`config.mk`:
```
export PLATFORM = sky130hd
export DESIGN_NAME = adc_result_format_and_clock_ctrl
export DESIGN_NICKNAME = d
export VERILOG_FILES = /design/src/adc_fmt_pkg.sv /design/src/adc_result_format_and_clock_ctrl.sv
export SDC_FILE = /design/constraint.sdc
export NUM_CORES = 1
export LEC_CHECK = 0
export BUFFER_PORTS_ARGS = -buffer_cell sky130_fd_sc_hd__buf_2
export CAP_MARGIN = 30
export CELL_PAD_IN_SITES_DETAIL_PLACEMENT = 0
export CELL_PAD_IN_SITES_GLOBAL_PLACEMENT = 2
export CORE_MARGIN = 8
export CORE_UTILIZATION = 32
export DETAILED_ROUTE_END_ITERATION = 10
export HOLD_SLACK_MARGIN = 0.1
export PLACE_DENSITY_LB_ADDON = 0.1
export SLEW_MARGIN = 20
export SYNTH_ARGS = -nofsm -noshare
export SYNTH_HDL_FRONTEND = slang
export SYNTH_SLANG_ARGS = --single-unit
```
`constraint.sdc`:
```
create_clock -name i_sys_clk -period 3.5 [get_ports i_sys_clk]
set_input_delay 0.35 -clock i_sys_clk [delete_from_list [all_inputs] [get_ports i_sys_clk]]
set_output_delay 0.35 -clock i_sys_clk [all_outputs]
set_load 0.02 [all_outputs]
```
`src/adc_fmt_pkg.sv`:
```
// constants and types for the converter result formatter and clock control
// Functional notes
// - signed left mode: high byte msb inverted
// - new conversion updates both result bytes
// - high byte read freezes low byte
// - after high read, drop results until low
// - divider code: 1,2,4,8, else 16
// - source select 1 bus clock, 0 crystal
// - reset selects crystal reference clock
// - two-bit justification field picks four placements
// - reset justification is right justified
// - truncated mode: low gets top eight, no lock
// - right mode: high holds bits 9..8
// - left mode: high holds bits 9..2
// - clock register write clears done flag
package adc_fmt_pkg;
  localparam int unsigned ADDR_W = 12;
  localparam int unsigned DATA_W = 32;
  // printed offsets are word indices; byte address is four times
  localparam logic [ADDR_W-3:0] IDX_RESULT_HIGH = 10'h03d;
  localparam logic [ADDR_W-3:0] IDX_RESULT_LOW  = 10'h03e;
  localparam logic [ADDR_W-3:0] IDX_CLOCK_CTRL  = 10'h03f;
  localparam logic [ADDR_W-3:0] IDX_STATUS      = 10'h040;
  // clock control register fields
  localparam int unsigned DIV_LSB  = 5;
  localparam int unsigned SRC_BIT  = 4;
  localparam int unsigned MODE_LSB = 2;
  localparam logic [7:0] CLOCK_CTRL_RESET = 8'h04;
  localparam logic [7:0] CLOCK_CTRL_MASK  = 8'hfc;
  localparam logic [7:0] RESULT_RESET     = 8'h00;
  // status register fields
  localparam int unsigned STAT_DONE_BIT = 7;
  localparam int unsigned STAT_LOCK_BIT = 0;
  localparam logic [1:0] RESP_OKAY   = 2'h0;
  localparam logic [1:0] RESP_SLVERR = 2'h2;
  typedef enum logic [1:0] {
    JUST_TRUNC8 = 2'h0,
    JUST_RIGHT  = 2'h1,
    JUST_LEFT   = 2'h2,
    JUST_SIGNED = 2'h3
  } just_mode_t;
  typedef enum logic [2:0] {
    BUS_IDLE    = 3'b001,
    BUS_WR_RESP = 3'b010,
    BUS_RD_DATA = 3'b100
  } bus_state_t;
endpackage

```
`src/adc_result_format_and_clock_ctrl.sv`:
```
// converter result formatting, read interlock and input clock divider
//
// Chosen here: the AXI4-Lite interface to the registers.
`timescale 1ns/1ps
module adc_result_format_and_clock_ctrl (
  // clock and reset
  input  wire logic                          i_sys_clk,
  input  wire logic                          i_sys_rst,
  // crystal reference clock pin, sampled
  input  wire logic                          i_crystal_reference_clock,
  // converter core
  input  wire logic                          i_conv_done,
  input  wire logic [9:0]                    i_conv_result,
  output logic                               o_conv_clk_en,
  output logic                               o_conversion_done_flag,
  // axi4-lite write address
  input  wire logic                          i_s_axi_awvalid,
  output logic                               o_s_axi_awready,
  input  wire logic [adc_fmt_pkg::ADDR_W-1:0] i_s_axi_awaddr,
  // axi4-lite write data
  input  wire logic                          i_s_axi_wvalid,
  output logic                               o_s_axi_wready,
  input  wire logic [adc_fmt_pkg::DATA_W-1:0] i_s_axi_wdata,
  input  wire logic [3:0]                    i_s_axi_wstrb,
  // axi4-lite write response
  output logic                               o_s_axi_bvalid,
  input  wire logic                          i_s_axi_bready,
  output logic [1:0]                         o_s_axi_bresp,
  // axi4-lite read address
  input  wire logic                          i_s_axi_arvalid,
  output logic                               o_s_axi_arready,
  input  wire logic [adc_fmt_pkg::ADDR_W-1:0] i_s_axi_araddr,
  // axi4-lite read data
  output logic                               o_s_axi_rvalid,
  input  wire logic                          i_s_axi_rready,
  output logic [adc_fmt_pkg::DATA_W-1:0]     o_s_axi_rdata,
  output logic [1:0]                         o_s_axi_rresp
);
  import adc_fmt_pkg::*;

  typedef struct packed {
    bus_state_t         st;
    logic [ADDR_W-3:0]  wr_idx;
    logic               aw_have;
    logic [7:0]         wr_byte;
    logic               wr_lane0;
    logic               w_have;
    logic [DATA_W-1:0]  rdata;
    logic [1:0]         resp;
    logic [7:0]         clk_ctrl;
    logic [7:0]         res_hi;
    logic [7:0]         res_lo;
    logic               locked;
    logic               done;
    logic [2:0]         xsync;
    logic               xlevel;
    logic [3:0]         div_cnt;
    logic [3:0]         div_cfg;
    logic               clk_en;
  } state_t;

  state_t q;
  state_t d;

  // terminal count of the divider for a divide code
  function automatic logic [3:0] div_last(input logic [2:0] code);
    logic [3:0] r;
    r = 4'hf;
    if (!code[2]) begin
      case (code[1:0])
        2'h0:    r = 4'h0;
        2'h1:    r = 4'h1;
        2'h2:    r = 4'h3;
        default: r = 4'h7;
      endcase
    end
    return r;
  endfunction

  function automatic logic [15:0] place(input logic [1:0] m, input logic [9:0] r);
    logic [15:0] v;
    v = 16'h0000;
    case (m)
      JUST_TRUNC8: v = {8'h00, r[9:2]};
      JUST_RIGHT:  v = {6'h00, r[9:8], r[7:0]};
      JUST_LEFT:   v = {r[9:2], r[1:0], 6'h00};
      default:     v = {~r[9], r[8:2], r[1:0], 6'h00};
    endcase
    return v;
  endfunction

  logic [2:0]  div_code;
  logic        src_bus;
  logic [1:0]  mode;
  logic        tick;
  logic        rd_take;
  logic        wr_fire;
  logic [15:0] placed;

  assign div_code = q.clk_ctrl[DIV_LSB +: 3];
  assign src_bus  = q.clk_ctrl[SRC_BIT];
  assign mode     = q.clk_ctrl[MODE_LSB +: 2];
  assign placed   = place(mode, i_conv_result);

  assign o_s_axi_awready = (q.st == BUS_IDLE) && !q.aw_have;
  assign o_s_axi_wready  = (q.st == BUS_IDLE) && !q.w_have;
  // a half-taken write blocks reads so only one access is in flight
  assign o_s_axi_arready = (q.st == BUS_IDLE) && !q.aw_have && !q.w_have;
  assign rd_take         = i_s_axi_arvalid && o_s_axi_arready;
  assign wr_fire         = (q.st == BUS_IDLE) && q.aw_have && q.w_have;

  // bus clock feeds every cycle, the crystal only on its filtered rising edge
  assign tick = src_bus ? 1'b1 : (q.xsync[2] && !q.xlevel && q.xsync[1]);

  always_comb begin
    logic [ADDR_W-3:0] ridx;
    logic              hi_read;
    logic              lo_read;
    logic              clr_done;
    d        = q;
    ridx     = i_s_axi_araddr[ADDR_W-1:2];
    hi_read  = 1'b0;
    lo_read  = 1'b0;
    clr_done = 1'b0;
    d.clk_en = 1'b0;

    // crystal pin synchroniser; a change counts when stages two and three agree
    d.xsync = {q.xsync[1:0], i_crystal_reference_clock};
    if (q.xsync[1] == q.xsync[2]) begin
      d.xlevel = q.xsync[2];
    end

    // divider restarts whenever source or divide code changes
    d.div_cfg = {src_bus, div_code};
    if (q.div_cfg != {src_bus, div_code}) begin
      d.div_cnt = 4'h0;
    end else if (tick) begin
      if (q.div_cnt >= div_last(div_code)) begin
        d.div_cnt = 4'h0;
        d.clk_en  = 1'b1;
      end else begin
        d.div_cnt = q.div_cnt + 4'h1;
      end
    end

    // capture address and data in either order
    if (i_s_axi_awvalid && o_s_axi_awready) begin
      d.aw_have = 1'b1;
      d.wr_idx  = i_s_axi_awaddr[ADDR_W-1:2];
    end
    if (i_s_axi_wvalid && o_s_axi_wready) begin
      d.w_have   = 1'b1;
      d.wr_byte  = i_s_axi_wdata[7:0];
      d.wr_lane0 = i_s_axi_wstrb[0];
    end

    case (q.st)
      BUS_IDLE: begin
        if (wr_fire) begin
          d.aw_have = 1'b0;
          d.w_have  = 1'b0;
          d.resp    = RESP_OKAY;
          d.st      = BUS_WR_RESP;
          case (q.wr_idx)
            IDX_CLOCK_CTRL: begin
              if (q.wr_lane0) begin
                d.clk_ctrl = q.wr_byte & CLOCK_CTRL_MASK;
              end
              clr_done = 1'b1;
            end
            IDX_RESULT_HIGH, IDX_RESULT_LOW, IDX_STATUS: d.resp = RESP_OKAY;
            default: d.resp = RESP_SLVERR;
          endcase
        end else if (rd_take) begin
          d.rdata = '0;
          d.resp  = RESP_OKAY;
          d.st    = BUS_RD_DATA;
          case (ridx)
            IDX_RESULT_HIGH: begin
              d.rdata[7:0] = q.res_hi;
              hi_read      = 1'b1;
            end
            IDX_RESULT_LOW: begin
              d.rdata[7:0] = q.res_lo;
              lo_read      = 1'b1;
            end
            IDX_CLOCK_CTRL: d.rdata[7:0] = q.clk_ctrl;
            IDX_STATUS: begin
              d.rdata[STAT_DONE_BIT] = q.done;
              d.rdata[STAT_LOCK_BIT] = q.locked;
            end
            default: d.resp = RESP_SLVERR;
          endcase
        end
      end
      BUS_WR_RESP: begin
        if (i_s_axi_bready) begin
          d.st = BUS_IDLE;
        end
      end
      BUS_RD_DATA: begin
        if (i_s_axi_rready) begin
          d.st = BUS_IDLE;
        end
      end
      default: d.st = BUS_IDLE;
    endcase

    // high read holds the low byte until its partner is read
    if (hi_read && mode != JUST_TRUNC8) begin
      d.locked = 1'b1;
    end
    if (lo_read) begin
      d.locked = 1'b0;
      clr_done = 1'b1;
    end
    if (mode == JUST_TRUNC8) begin
      d.locked = 1'b0;
    end

    if (clr_done) begin
      d.done = 1'b0;
    end
    if (i_conv_done) begin
      // the done flag wins over a clear in the same cycle
      d.done = 1'b1;
      if (mode == JUST_TRUNC8) begin
        d.res_hi = RESULT_RESET;
        d.res_lo = placed[7:0];
      end else if (!q.locked && !(hi_read)) begin
        d.res_hi = placed[15:8];
        d.res_lo = placed[7:0];
      end
      // results arriving while locked are dropped
    end
  end

  always_ff @(posedge i_sys_clk) begin
    if (i_sys_rst) begin
      q          <= '0;
      q.st       <= BUS_IDLE;
      q.clk_ctrl <= CLOCK_CTRL_RESET;
      q.res_hi   <= RESULT_RESET;
      q.res_lo   <= RESULT_RESET;
    end else begin
      q <= d;
    end
  end

  assign o_conv_clk_en          = q.clk_en;
  assign o_conversion_done_flag = q.done;
  assign o_s_axi_bvalid         = (q.st == BUS_WR_RESP);
  assign o_s_axi_bresp          = q.resp;
  assign o_s_axi_rvalid         = (q.st == BUS_RD_DATA);
  assign o_s_axi_rdata          = q.rdata;
  assign o_s_axi_rresp          = q.resp;
endmodule // adc_result_format_and_clock_ctrl

```
======== Word level (Yosys, flattened, before mapping) ========
Cells that the tools add are included.
cells by class
  $lt $le $gt $ge ......................... 1
  mux-type cells .......................... 46
  $add $sub $neg .......................... 1
  reduce and logical (&&, ||, !) cells .... 33
  bitwise operators ....................... 3
  eq/ne operators ......................... 20
operators by type and width
  operator               number
  $eq A10 B6 Y1 const B  6
  $pmux W16 S3           1
  $mux W43               1
  $mux W16               2
  $mux W32               1
  $mux W8                3
  $mux W1                21
  $eq A10 B7 Y1 const B  2
  $pmux W3 S3            2
  $pmux W6 S3            1
  $mux W4                4
  $logic_and A1 B1 Y1    12
  $mux W3                4
  $mux W10               1
  $reduce_bool A2 Y1     4
  $reduce_or A4 Y1       2
  $mux W2                3
  $reduce_and A3 Y1      2
  $reduce_or A3 Y1       2
  $logic_not A1 Y1       5
  $add A4 B1 Y4 const B  1
  $eq A2 B1 Y1 const B   2
  $eq A2 B2 Y1 const B   2
  $ge A4 B4 Y1           1
  other kinds (14)       19
storage, ports and cells
  input port bits ......................... 79
  output and inout bits ................... 43
  bits in registers ....................... 71
  logic and storage cells ................. 122

======== Longest topological paths before layout ========
  depth in word-level cells ............... 11
  mapped depth ............................ 6
  depth with buffers taken out ............ 6

======== Least setup slack after synthesis ========
No wires, ideal clock.
  path type ............................... register -> register
  from .................................... reg q (netlist bit d[1])
  to ...................................... reg q[5] (netlist name)
  setup time .............................. 0.086 ns
  arrival time ............................ 1.772 ns
  period minus slack after synthesis ...... 1.858 ns
  slack ................................... 1.642 ns
  path buffers ............................ 0
  stages on the path, launching flop included .. 7
  cells stage by stage .................... dfxtp_1 or3_1 ha_1 nand2b_1 a21o_1 a211o_1 a211oi_1
between the ends
  cells in the longest elaborated chain, start to end .. 7
RTL lines
  element                                     line                                     RTL
  from (decl)                                 adc_result_format_and_clock_ctrl.sv:62   state_t q;
  $eq A2 B2 Y1, or another cell as far along  adc_result_format_and_clock_ctrl.sv:70   case (code[1:0])
  $pmux W3 S3                                 adc_result_format_and_clock_ctrl.sv:70
  $mux W4                                     adc_result_format_and_clock_ctrl.sv:69   if (!code[2]) begin
  $mux W4                                     adc_result_format_and_clock_ctrl.sv:137  end else if (tick) begin
  $mux W4                                     adc_result_format_and_clock_ctrl.sv:135  if (q.div_cfg != {src_bus, div_code}) begin
  $ge A4 B4 Y1                                adc_result_format_and_clock_ctrl.sv:138  if (q.div_cnt >= div_last(div_code)) begin
  $mux W4                                     adc_result_format_and_clock_ctrl.sv:138
Several ways; a longest one is shown, not always the timed one. The select of a mux whose other input is x is not followed.
A chain may end at the register's enable or synchronous reset.

======== Worst setup path in the final report ========
  from .................................... reg q[96] (netlist name)
  to ...................................... out o_s_axi_wready
between the ends
  cells in the longest elaborated chain, start to end .. 2
RTL lines
  element              line                                     RTL
  $eq A3 B1 Y1         adc_result_format_and_clock_ctrl.sv:106  assign o_s_axi_wready = (q.st == BUS_IDLE) && !q.w_have;
  $logic_and A1 B1 Y1  adc_result_format_and_clock_ctrl.sv:106
  to (decl)            adc_result_format_and_clock_ctrl.sv:22   output logic o_s_axi_wready,
Every way passes these cells.

==> summary.txt <==
Status
  – Outcome: finished clean

Cells and area
  – Finished Core Util: 37.2%
  – Final instance count without filler cells: 593
  – Nets: 529
  – Antenna cells: 0
  – Share of cells above drive strength 1: 22.0%
  – Fill cells: 1189
  – P&R area growth vs syn: 14.5%

Worst setup path
  – Cell Chain, Critical Path: nor4b_2, buf_2
  – CP bufs+invs: 1
  – Data arrival, critical path: 1.70 ns
  – Critical path class: flip-flop to output pin
  – Crit. End Element: output pin
  – Worst r2r dst: q[27]
  – Worst EP required: 3.15 ns
  – CP max-delay cell: nor4b_2
  – R2r setup slk: 1.50 ns
  – CP peak stage delay: 0.73 ns
  – Maximum fanout along the worst path: 9
  – Crit path launch type: flip-flop
  – Cell family with most CP delay: simple AND/OR/NAND/NOR gates
  – R2R depth: 4
  – RR Startpoint: mode[1]

Floorplanning
  – Core footprint: 11300 um^2
  – Die area: 15100 um^2
  – DIE WIDTH: 123 um
  – # IOs: 122
  – Die Y: 123 um
  – Row count: 39
  – Initial Util: 32.5%

STA
  – Max Clk Rate: 487 MHz
  – Min Clock Period, post-route: 2.05 ns
  – Setup violations, final: 0
  – Fin. max-slew vios: 0
  – Clock skew: 0.00499 ns
  – RSZ-0062 raised after global routing: false
  – Worst setup margin: 1.45 ns
  – Final worst-path cycle share: 58.6%
  – Setup total negative slack: 0 ns
  – Hold Violations, Final: 0
  – Slew HR: 47.7%
  – Least-Margin Pin Slew: 0.782 ns
  – Hold_ws: 0.244 ns

Synthesis
  – Syn_area_per_cell: 9.13 um^2
  – Ys flop type: dfxtp_1
  – Post-Synthesis Cells: 401
  – Most numerous cell in the Yosys netlist: dfxtp_1
  – Synth warnings: 0
  – Synth cell count leaders: dfxtp_1 (68), buf_4 (36), nor2b_1 (24)
  – Post-synth EDFFs: 0
  – Area leader, netlist: dfxtp_1
  – Synthesized area: 3660 um^2
  – Top post-synthesis cells by area: dfxtp_1 (37%), buf_4 (7.4%), mux2i_1 (6.3%)
  – FF+latch count, synth: 68
  – Netlist cell types: 57
  – Post-synth top area share: 37.2%
  – Seq/Total Area, Yosys: 37.2%
  – Synth async-reset ratio: 0%

Global route
  – Initial antenna violation count: 0
  – Overflow left after global routing: 0
  – Largest net degree at the start of global routing: 40
  – Vias in the first global route: 2915
  – Tot GR Track Use: 12.5%
  – First-pass GRT wire length: 14900 um

CTS
  – Clock transition at the registers of the reported paths: 0.06 ns
  – CTS H-tree depth: 3
  – CTS Buffer Depth: 2
  – Clock Latency Late Sink: 0.32 ns
  – Post-CTS Setup Inserts: 0
  – TritonCTS buffer count: 9
  – Post-CTS Resized: 0
  – Hold buffer count at CTS: 0
  – CTS tree: yes
  – CTS Sinks: 68
  – CTS root buf: clkbuf_16

Min path
  – Hold Path End: d[11]
  – Worst hold path class: input port to flip-flop
  – WHS Path Cells: 2
  – HP Start: i_crystal_reference_clock

Routing
  – Vias: 2812
  – Final WL: 9180 um
  – Remaining antenna violation count: 0
  – Post-route DRC: 0
  – DR WL/cell: 15.5 um
  – 1st-pass router iterations: 6
  – Post-DR vias/cell: 4.74
  – First DRT Iteration DRCs: 136

Placed design
  – # port buffers: 62
  – DPL Wire Length: 6900 um
  – RePlAce Congestion: 0.709
  – Pre-CTS setup slack: 1.43 ns
  – # placed instances: 577

Pwr
  – Worst VDD drop: 0.000253 V
  – Cell Pwr Density: 483 nW/um^2
  – LEAKAGE: 1.77 nW

Flow run
  – Max cap viols: 0
-- routing by layer --
metal / vias to the layer above / share of wire [%] / global-route usage (%)
met2: 53 / 46 / 19.3
met3: 2 / 4.1 / 3.70
li1: 1453 / - / -
met5: - / 0 / 0
met1: 1304 / 50 / 16.6
met4: 0 / 0.41 / 3.43
-- cell type report --
cell class	instances	area (um^2)	area share (%)
Clock buffer	12	256	6.12
Timing Repair Buffer	65	333	7.94
Inverter	6	22.5	0.537
Sequential cell	68	1360	32.5
Clock inverter	4	47.5	1.13
Multi-Input combinational cell	295	1990	47.5
Tap cell	143	179	4.27
-- sequential cells by signal, summed over array words and instances (netlist names) --
register / flops
o_conversion_done_flag: 1
o_conv_clk_en: 1
o_s_axi_bresp: 1
q: 49
d: 6
o_s_axi_rdata: 8
mode: 2
-- placed cells by master (no fill, tap or decap), types with 3 or more instances in the layout --
| master | synthesis | final |
|---|---|---|
| dfxtp_1 | 68 | 68 |
| buf_2 | 5 | 62 |
| conb_1 | 1 | 26 |
| nor2b_1 | 24 | 24 |
| nor2_1 | 23 | 23 |
| nand2_1 | 23 | 23 |
| mux2i_1 | 23 | 23 |
| a21oi_1 | 22 | 22 |
| nand2b_1 | 22 | 22 |
| a22oi_1 | 9 | 9 |
| nand3_1 | 9 | 9 |
| clkbuf_16 | 0 | 9 |
| nand3b_1 | 7 | 7 |
| o21ai_0 | 7 | 7 |
| inv_1 | 6 | 6 |
| o32ai_1 | 6 | 6 |
| nor3_1 | 5 | 5 |
| and2_1 | 5 | 5 |
| nand4b_1 | 5 | 5 |
| o211ai_2 | 5 | 5 |
| mux2_2 | 5 | 5 |
| ha_1 | 5 | 5 |
| nand4_1 | 4 | 4 |
| a21o_1 | 4 | 4 |
| xor2_1 | 4 | 4 |
| xnor2_1 | 4 | 4 |
| a211oi_1 | 4 | 4 |
| nor3b_1 | 3 | 3 |
| nor4bb_1 | 3 | 3 |
| and3_1 | 3 | 3 |
| and3b_1 | 3 | 3 |
| buf_4 | 36 | 3 |
-- cells by family (layout without fill, tap and decap cells) --
group | Yosys count | after routing | synth area share [%]
AO/OA/AOI/OAI | 75 | 75 | 14.9
adder cells (fa/ha/maj) | 5 | 5 | 1.71
multiplexers | 30 | 30 | 8.65
flip-flops | 68 | 68 | 37.2
AND/OR/NAND/NOR | 151 | 151 | 24.6
XOR/XNOR | 8 | 8 | 1.91
other | 1 | 26 | 0.102
buffers and inverters | 63 | 87 | 10.9
-- worst max path at each step --
stage,slack [ns],to,start,cells after the start
2_1_floorplan,1.64,q[5],d[1],6
3_3_place_gp,1.42,q[28],i_s_axi_araddr[2],4
3_5_place_dp,1.43,q[29],i_s_axi_araddr[2],4
4_1_cts,1.43,o_s_axi_wready,q[96],2
5_1_grt,1.34,o_s_axi_wready,q[96],2
6_report,1.45,o_s_axi_wready,q[96],2
-- power by group --
group	total (W)	internal [W]	switching (W)	leakage [nW]
logic	0.000274	0.000106	0.000168	1.06
registers	0.000840	0.000811	0.0000296	0.554
clock network	0.000911	0.000588	0.000323	0.149
total	0.00203	0.00150	0.000520	1.77
-- metrics by stage --
step	instance area, um^2	power [W]
after floorplan	3750	0.00107
after global placement	3890	0.00113
after detailed placement	3890	0.00113
after CTS	4190	0.00206
after global routing	4190	0.00213
final	4190	0.00203
Power figures use the tool's default switching activity.
